`config.mk`:
```
export PLATFORM = sky130hd
export DESIGN_NAME = lcrs_sequencer
export DESIGN_NICKNAME = d
export VERILOG_FILES = /design/src/lcrs_pkg.sv /design/src/lcrs_sequencer.sv
export SDC_FILE = /design/constraint.sdc
export NUM_CORES = 1
export LEC_CHECK = 0
export BUFFER_PORTS_ARGS = -buffer_cell sky130_fd_sc_hd__buf_2
export CAP_MARGIN = 30
export CORE_MARGIN = 2
export CORE_UTILIZATION = 55
export DETAILED_ROUTE_END_ITERATION = 8
export HOLD_SLACK_MARGIN = 0.15
export MAX_ROUTING_LAYER = met4
export PLACE_DENSITY = 0.86
export RECOVER_POWER = 25
export SYNTH_ARGS = -nofsm -noshare
export SYNTH_HDL_FRONTEND = slang
export SYNTH_SLANG_ARGS = --single-unit
```
`constraint.sdc`:
```
create_clock -name i_ref_clk -period 40.6 [get_ports i_ref_clk]
set_input_delay 8.12 -clock i_ref_clk [delete_from_list [all_inputs] [get_ports i_ref_clk]]
set_output_delay 8.12 -clock i_ref_clk [all_outputs]
set_load 0.005 [all_outputs]
```
`src/lcrs_pkg.sv`:
```
// Package with register offsets, field layouts and timing constants of the ramp sequencer.
package lcrs_pkg;
  localparam logic [6:0] ADDR_FADE_TIMING = 7'h11;
  localparam logic [6:0] ADDR_RISE_TIMING = 7'h12;
  localparam int FADE_LSB = 0;
  localparam int FADE_MSB = 2;
  localparam int HOLD_LSB = 3;
  localparam int HOLD_MSB = 5;
  localparam logic [7:0] FADE_RD_MASK  = 8'h3F;
  localparam logic [7:0] RISE_RD_MASK  = 8'h07;
  localparam logic [7:0] REG_RESET     = 8'h00;
  localparam logic [2:0] DAC_FULL      = 3'h7;
  localparam logic [2:0] DAC_ZERO      = 3'h0;
  localparam logic [2:0] CODE_OFF      = 3'h0;
  // PWM timing clock rate in Hz; 1/16 s is this many timing ticks.
  localparam int PWM_HZ          = 32768;
  localparam int SIXTEENTH_TICKS = PWM_HZ / 16;
  localparam int TICK_W          = 18;
  typedef enum logic [2:0] {
    ST_RUN  = 3'b000,
    ST_HOLD = 3'b001,
    ST_FADE = 3'b010,
    ST_OFF  = 3'b011,
    ST_RISE = 3'b100
  } lcrs_state_t;
endpackage

```
`src/lcrs_sequencer.sv`:
```
// Hold-off, fade-off and ramp-up sequencer driving the master current fade DAC.
// How it works
// - Fade code picks 1/16s..4s fade-off time
// - Fade code zero: shutdown right after hold-off
// - Hold code picks zero or 1/16s..4s delay
// - Rise code picks 1/16s..4s ramp-up time
// - Rise code zero: full current at once
// - Durations count 32768 Hz timing clock ticks
// - Timing uses PWM clock, not serial clock
// - Internal oscillator kept running during sequences
// - Sequencer steps a 3-bit master DAC
// - All ports scale by same ratio
// - Global current setting caps DAC level
// - Full current held throughout hold-off
// - Status flags show hold, fade, rise
`timescale 1ns/1ps
`default_nettype none
module lcrs_sequencer (
  // Clock and reset.
  input  wire logic       i_ref_clk,
  input  wire logic       i_srst,
  // PWM timing clock tick, one cycle per timing clock period.
  input  wire logic       i_pwm_tick,
  input  wire logic       i_osc_internal,
  // Register port from the serial host interface.
  input  wire logic       i_reg_wr,
  input  wire logic [6:0] i_reg_addr,
  input  wire logic [7:0] i_reg_wdata,
  output logic      [7:0] o_reg_rdata,
  // Configuration and global current.
  input  wire logic       i_shutdown_req,
  input  wire logic       i_rise_enable,
  input  wire logic [2:0] i_global_iset,
  // Status and analog controls.
  output logic            o_in_hold,
  output logic            o_in_fade,
  output logic            o_in_rise,
  output logic            o_shutdown,
  output logic            o_osc_run,
  output logic      [2:0] o_master_dac
);

  logic [7:0]                fade_timing;
  logic [7:0]                rise_timing;
  lcrs_pkg::lcrs_state_t     state;
  lcrs_pkg::lcrs_state_t     next_state;
  logic [lcrs_pkg::TICK_W-1:0] tick_cnt;
  logic [lcrs_pkg::TICK_W-1:0] step_len;
  logic [2:0]                level;
  logic                      req_q;
  logic                      done;

  // Total ticks of a 3-bit duration code: 1/16 s doubled per code step.
  function automatic logic [lcrs_pkg::TICK_W-1:0] code_ticks(input logic [2:0] code);
    code_ticks = lcrs_pkg::TICK_W'(lcrs_pkg::SIXTEENTH_TICKS) << (code - 3'h1);
  endfunction

  // Registers, with only the documented bits stored.
  always_ff @(posedge i_ref_clk)
  begin
    if (i_srst)
    begin
      fade_timing <= lcrs_pkg::REG_RESET;
      rise_timing <= lcrs_pkg::REG_RESET;
    end
    else if (i_reg_wr && i_reg_addr == lcrs_pkg::ADDR_FADE_TIMING)
      fade_timing <= i_reg_wdata & lcrs_pkg::FADE_RD_MASK;
    else if (i_reg_wr && i_reg_addr == lcrs_pkg::ADDR_RISE_TIMING)
      rise_timing <= i_reg_wdata & lcrs_pkg::RISE_RD_MASK;
  end

  always_ff @(posedge i_ref_clk)
  begin
    if (i_srst)
      o_reg_rdata <= lcrs_pkg::REG_RESET;
    else if (i_reg_addr == lcrs_pkg::ADDR_FADE_TIMING)
      o_reg_rdata <= fade_timing;
    else if (i_reg_addr == lcrs_pkg::ADDR_RISE_TIMING)
      o_reg_rdata <= rise_timing;
    else
      o_reg_rdata <= lcrs_pkg::REG_RESET;
  end

  // Duration codes of both timing registers.
  wire logic [2:0] hold_code = fade_timing[lcrs_pkg::HOLD_MSB:lcrs_pkg::HOLD_LSB];
  wire logic [2:0] fade_code = fade_timing[lcrs_pkg::FADE_MSB:lcrs_pkg::FADE_LSB];
  wire logic [2:0] rise_code = rise_timing[lcrs_pkg::FADE_MSB:lcrs_pkg::FADE_LSB];

  // Hold uses the whole duration; fade and rise split it into seven DAC steps.
  always_comb
  begin
    case (state)
      lcrs_pkg::ST_HOLD: step_len = code_ticks(hold_code);
      lcrs_pkg::ST_FADE: step_len = code_ticks(fade_code) / lcrs_pkg::TICK_W'(lcrs_pkg::DAC_FULL);
      lcrs_pkg::ST_RISE: step_len = code_ticks(rise_code) / lcrs_pkg::TICK_W'(lcrs_pkg::DAC_FULL);
      default:           step_len = '0;
    endcase
  end

  assign done = (tick_cnt + 1'b1 >= step_len);

  always_comb
  begin
    next_state = state;
    case (state)
      lcrs_pkg::ST_RUN:
        if (i_shutdown_req && !req_q)
          next_state = (hold_code != lcrs_pkg::CODE_OFF) ? lcrs_pkg::ST_HOLD
                     : (fade_code != lcrs_pkg::CODE_OFF) ? lcrs_pkg::ST_FADE : lcrs_pkg::ST_OFF;
      lcrs_pkg::ST_HOLD:
        if (i_pwm_tick && done)
          next_state = (fade_code != lcrs_pkg::CODE_OFF) ? lcrs_pkg::ST_FADE : lcrs_pkg::ST_OFF;
      lcrs_pkg::ST_FADE:
        if (i_pwm_tick && done && level == lcrs_pkg::DAC_ZERO + 3'h1)
          next_state = lcrs_pkg::ST_OFF;
      lcrs_pkg::ST_OFF:
        if (!i_shutdown_req)
          next_state = (i_rise_enable && rise_code != lcrs_pkg::CODE_OFF)
                     ? lcrs_pkg::ST_RISE : lcrs_pkg::ST_RUN;
      lcrs_pkg::ST_RISE:
        if (i_pwm_tick && done && level == lcrs_pkg::DAC_FULL - 3'h1)
          next_state = lcrs_pkg::ST_RUN;
      default:
        next_state = lcrs_pkg::ST_RUN;
    endcase
  end

  always_ff @(posedge i_ref_clk)
  begin
    if (i_srst)
    begin
      state <= lcrs_pkg::ST_RUN;
      req_q <= 1'b0;
    end
    else
    begin
      state <= next_state;
      req_q <= i_shutdown_req;
    end
  end

  // Tick counter advances only on PWM timing clock ticks.
  always_ff @(posedge i_ref_clk)
  begin
    if (i_srst || next_state != state)
      tick_cnt <= '0;
    else if (i_pwm_tick)
      tick_cnt <= done ? '0 : tick_cnt + 1'b1;
  end

  // Fade level steps one code per step time.
  always_ff @(posedge i_ref_clk)
  begin
    if (i_srst)
      level <= lcrs_pkg::DAC_FULL;
    else if (next_state == lcrs_pkg::ST_OFF)
      level <= lcrs_pkg::DAC_ZERO;
    else if (next_state == lcrs_pkg::ST_RUN || next_state == lcrs_pkg::ST_HOLD)
      level <= lcrs_pkg::DAC_FULL;
    else if (state == lcrs_pkg::ST_FADE && i_pwm_tick && done)
      level <= level - 3'h1;
    else if (state == lcrs_pkg::ST_RISE && i_pwm_tick && done)
      level <= level + 3'h1;
  end

  // The master reference follows the lower of fade level and global setting.
  always_ff @(posedge i_ref_clk)
  begin
    if (i_srst)
      o_master_dac <= lcrs_pkg::DAC_FULL;
    else
      o_master_dac <= (level < i_global_iset) ? level : i_global_iset;
  end

  assign o_in_hold  = (state == lcrs_pkg::ST_HOLD);
  assign o_in_fade  = (state == lcrs_pkg::ST_FADE);
  assign o_in_rise  = (state == lcrs_pkg::ST_RISE);
  assign o_shutdown = (state == lcrs_pkg::ST_OFF);
  assign o_osc_run  = i_osc_internal && (o_in_hold || o_in_fade || o_in_rise);

  // Checks of the sequencing rules, all on the system clock.
  chk_master_cap: assert property (@(posedge i_ref_clk) disable iff (i_srst)
    o_master_dac <= $past(i_global_iset)) else $error("master dac above global cap");
  chk_hold_full: assert property (@(posedge i_ref_clk) disable iff (i_srst)
    o_in_hold |=> o_master_dac == $past(i_global_iset)) else $error("current dropped in hold");
  chk_off_zero: assert property (@(posedge i_ref_clk) disable iff (i_srst)
    o_shutdown && $past(o_shutdown) |-> o_master_dac == lcrs_pkg::DAC_ZERO) else $error("dac not zero in shutdown");
  chk_fade_down: assert property (@(posedge i_ref_clk) disable iff (i_srst)
    o_in_fade && $past(o_in_fade) |-> level <= $past(level)) else $error("fade level rose");
  chk_rise_up: assert property (@(posedge i_ref_clk) disable iff (i_srst)
    o_in_rise && $past(o_in_rise) |-> level >= $past(level)) else $error("rise level fell");
  chk_no_fade: assert property (@(posedge i_ref_clk) disable iff (i_srst)
    o_in_hold && fade_code == 3'h0 && !i_reg_wr ##1 !o_in_hold |-> o_shutdown) else $error("fade with code zero");
  chk_instant_on: assert property (@(posedge i_ref_clk) disable iff (i_srst)
    o_shutdown && !i_shutdown_req && !(i_rise_enable && rise_code != 3'h0) |=> !o_shutdown && !o_in_rise)
    else $error("ramp-up when disabled");
  chk_osc_run: assert property (@(posedge i_ref_clk) disable iff (i_srst)
    i_osc_internal && o_in_fade |=> !i_osc_internal || o_osc_run || o_shutdown) else $error("oscillator stopped in fade");
  chk_start_hold: assert property (@(posedge i_ref_clk) disable iff (i_srst)
    !o_in_hold && !o_in_fade && !o_in_rise && !o_shutdown && i_shutdown_req && !$past(i_shutdown_req)
    && hold_code != lcrs_pkg::CODE_OFF |=> o_in_hold) else $error("shutdown request did not start hold");
  chk_wake_rise: assert property (@(posedge i_ref_clk) disable iff (i_srst)
    o_shutdown && !i_shutdown_req && i_rise_enable && rise_code != lcrs_pkg::CODE_OFF |=> o_in_rise)
    else $error("wake did not start ramp-up");
  chk_rdata_zero: assert property (@(posedge i_ref_clk) disable iff (i_srst)
    (o_reg_rdata & ~lcrs_pkg::FADE_RD_MASK) == lcrs_pkg::REG_RESET) else $error("read data upper bits set");
  chk_status_excl: assert property (@(posedge i_ref_clk) disable iff (i_srst)
    $onehot0({o_in_hold, o_in_fade, o_in_rise, o_shutdown})) else $error("status flags overlap");
  chk_fade_step: assert property (@(posedge i_ref_clk) disable iff (i_srst)
    o_in_fade && $past(o_in_fade) && level != $past(level) |-> level == $past(level) - 3'h1) else $error("fade skipped a step");
  chk_rise_step: assert property (@(posedge i_ref_clk) disable iff (i_srst)
    o_in_rise && $past(o_in_rise) && level != $past(level) |-> level == $past(level) + 3'h1) else $error("rise skipped a step");
  chk_rise_cap: assert property (@(posedge i_ref_clk) disable iff (i_srst)
    o_in_rise |=> o_master_dac <= $past(level)) else $error("dac above ramp level in rise");
  chk_read_zero: assert property (@(posedge i_ref_clk) disable iff (i_srst)
    (fade_timing & ~lcrs_pkg::FADE_RD_MASK) == 8'h00 && (rise_timing & ~lcrs_pkg::RISE_RD_MASK) == 8'h00)
    else $error("unused register bits set");

endmodule
`default_nettype wire

```
==> key figures <==
Outcome
  • Status: finished, final reports clean

Route
  • Antenna-violating nets left: 0
  • Vias after detailed routing: 4756
  • Drt first-iter violations: 357
  • Total wire length: 11500 µm
  • DRC: 0
  • First-pass DRT Iterations: 7
  • Drt via density: 6.34
  • Per-cell routed wire length: 15.3 µm

Floorplanning
  • Die X: 95.9 µm
  • # rows: 33
  • Core Region: 0.00822 mm²
  • I/O pin cnt: 41
  • Die height: 95.9 µm
  • Initial Util: 0.565
  • Die area: 0.00919 mm²

Critical path
  • CP dominant cell by count: buf_2
  • CP peak stage delay: 0.13 ns
  • Setup CP Type: input port to primary output
  • CP arrival: 8.46 ns
  • Crit-path slowest cell: buf_2
  • Cell Chain, Critical Path: buf_2, o21a_1, buf_2
  • Setup crit end kind: primary output
  • WP data required: 32.48 ns
  • Crit-path max FO: 1
  • Crit path launch type: input port

Power and ir drop
  • Final Power: 0.0955 mW
  • Cell Pwr Density: 19.5 mW/mm²
  • Lkg Pwr: 2.03 nW
  • Max IR drop VDD: 0.0196 mV

Synth
  • Library cells used by synthesis: 81
  • Ys flop type: dfxtp_1
  • Area leader, netlist: dfxtp_1
  • Synth warn: 0
  • Register area share after synthesis: 0.185
  • Ys async rst share: 0
  • Syn_area_per_cell: 7.37 µm²
  • #FFs+latches synth: 43
  • Top-area cell type share of the netlist area: 0.185
  • EDFF count, synth: 0
  • Post-Syn Instances: 630
  • Largest cells by area after synthesis: dfxtp_1, ha_1, nor2_1
  • Mapped Area: 0.00464 mm²

STA
  • Max-slew headroom: 0.343
  • Period utilization: 0.408
  • Final Hold Fails: 0
  • Final setup TNS: 0 ns
  • Final Skew: 0.00652 ns
  • Final WS setup: 24.02 ns
  • Least-Margin Pin Slew: 0.982 ns
  • Setup Viol. Count Final: 0
  • Fmax: 0.0603 GHz
  • RSZ-0062 raised after global routing: false
  • Pins Over Slew Limit: 0
  • Min cycle time layout: 16.58 ns

Cells and area
  • Area growth, synth to finish: 5.61%
  • Final net count: 708
  • Fin util: 0.596
  • Layout cells sized above 1: 0.110
  • N_diodes: 0

Clocking
  • Post-CTS Hold Buffers: 0
  • Setup bufs post-CTS: 0
  • Clock Root Buffer: clkbuf_8
  • H-tree level count: 2
  • CTS tree: done
  • Clk sinks: 43
  • Worst-skew pair later-pin latency: 0.30 ns
  • CTS Buf Count: 5
  • CTS Buffer Depth: 2
  • Clock Pin Slew Worst Setup and Hold Paths: 0.08 ns
  • PostCTS Resize Cnt: 0

Place
  • GPL Wtd Cong: 0.889
  • Port bufs: 36
  • Pre-CTS setup slack: 24.01 ns
  • DP Wirelength: 8590 µm

Global routing
  • Largest net degree at the start of global routing: 35
  • Vias in the first global route: 4435
  • First-pass GRT wire length: 19700 µm
  • Gr usage total: 0.267
  • Grt ovf: 0
  • Initial antenna violation count: 0

Min path
  • Hold Path Class: flip-flop to flip-flop

Run
  • Max-cap violations: 0
final timing paths:
check	from	endpoint	slack [ns]	cells after the start
setup reg to reg	state[2]$_SDFF_PP0_	tick_cnt[11]$_SDFFE_PP0P_	24.88	65
hold / removal	tick_cnt[17]$_SDFFE_PP0P_	tick_cnt[17]$_SDFFE_PP0P_	0.50	2
hold reg to reg	tick_cnt[17]$_SDFFE_PP0P_	tick_cnt[17]$_SDFFE_PP0P_	0.50	2
setup / recovery	i_osc_internal	o_osc_run	24.02	3
state kept, by name (all words and copies together), names as in the netlist:
name	flops
o_reg_rdata	6
o_master_dac	3
level	3
req_q	1
state	3
fade_timing	6
tick_cnt	18
rise_timing	3
through the flow:
step | hold WS (ns) | area, µm² | instances
2_1_floorplan | 0.458 | 4640 | 631
3_3_place_gp | 0.467 | 4820 | 742
3_5_place_dp | 0.485 | 4820 | 742
4_1_cts | 0.498 | 4900 | 750
5_1_grt | 0.532 | 4900 | 750
6_report | 0.498 | 4900 | 750
power by group:
part	switching, mW	internal, mW
combinational	0.0137	0.00936
sequential	0.00166	0.0434
clock	0.0153	0.0120
total	0.0307	0.0648
final cells by class:
type	count	area [µm²]
repair buffers	39	199
well taps	105	131
flip-flops and latches	43	861
clock buffers	6	72.6
fillers	748	3320
multi-input cells	523	3500
clock inverters	2	12.5
inverters	32	125
cell usage after synthesis (4+ instances only):
master	count
o31ai_1	4
xor2_1	9
a21o_1	13
nor3b_1	4
nor3_1	20
and3_1	13
nand2_1	50
o211a_1	5
a31oi_1	8
a21oi_1	44
buf_4	4
buf_2	4
nand3b_1	7
xnor2_1	14
nand4_1	6
nand2b_1	16
inv_1	28
nand3_1	27
o21a_1	6
or3_1	5
o21ai_1	7
clkbuf_1	22
o21ai_0	24
mux2i_1	15
nor4_1	10
and2_1	8
dfxtp_1	43
o2111ai_1	4
ha_1	39
nor2b_1	12
a22oi_1	8
o211ai_1	12
a311oi_1	4
nor2_1	60
per-layer routing:
| metal | track usage | routed length [µm] | up-vias |
|---|---|---|---|
| li1 | - | - | 2350 |
| met1 | 0.341 | 5140 | 2215 |
| met2 | 0.439 | 5550 | 173 |
| met3 | 0.0360 | 667 | 18 |
| met4 | 0.0810 | 130 | 0 |
| met5 | - | 0 | - |
cell usage in the layout (no fill, tap or decap), types with 6 or more instances in the layout:
cell / instances
xnor2_1: 14
nor4_1: 10
nand3_1: 27
a22oi_1: 8
inv_1: 28
a21oi_1: 44
nand3b_1: 7
and3_1: 13
ha_1: 39
mux2i_1: 15
nand2b_1: 16
nand2_1: 50
o21ai_1: 7
buf_2: 33
dfxtp_1: 43
o21a_1: 6
nor3_1: 20
nor2b_1: 12
o211ai_1: 12
nand4_1: 6
a31oi_1: 8
xor2_1: 9
and2_1: 8
a21o_1: 13
nor2_1: 60
o21ai_0: 24
worst max-delay path, delay by kind of cell:
family | cells | cell delay (ns)
AOI/OAI and AO/OA | 1 | 0.11
buffers and inverters | 2 | 0.23
kinds of logic (layout without fill, tap and decap cells):
family	Yosys count	count (layout)	share of synthesized area
simple gates	260	260	0.290
compound gates	180	180	0.271
buf+inv	65	79	0.0612
flops	43	43	0.185
fa+ha+maj	39	39	0.105
xor+xnor	23	23	0.0434
mux	19	19	0.0426
other cells	1	2	0.000808
Power figures use the tool's default switching activity.
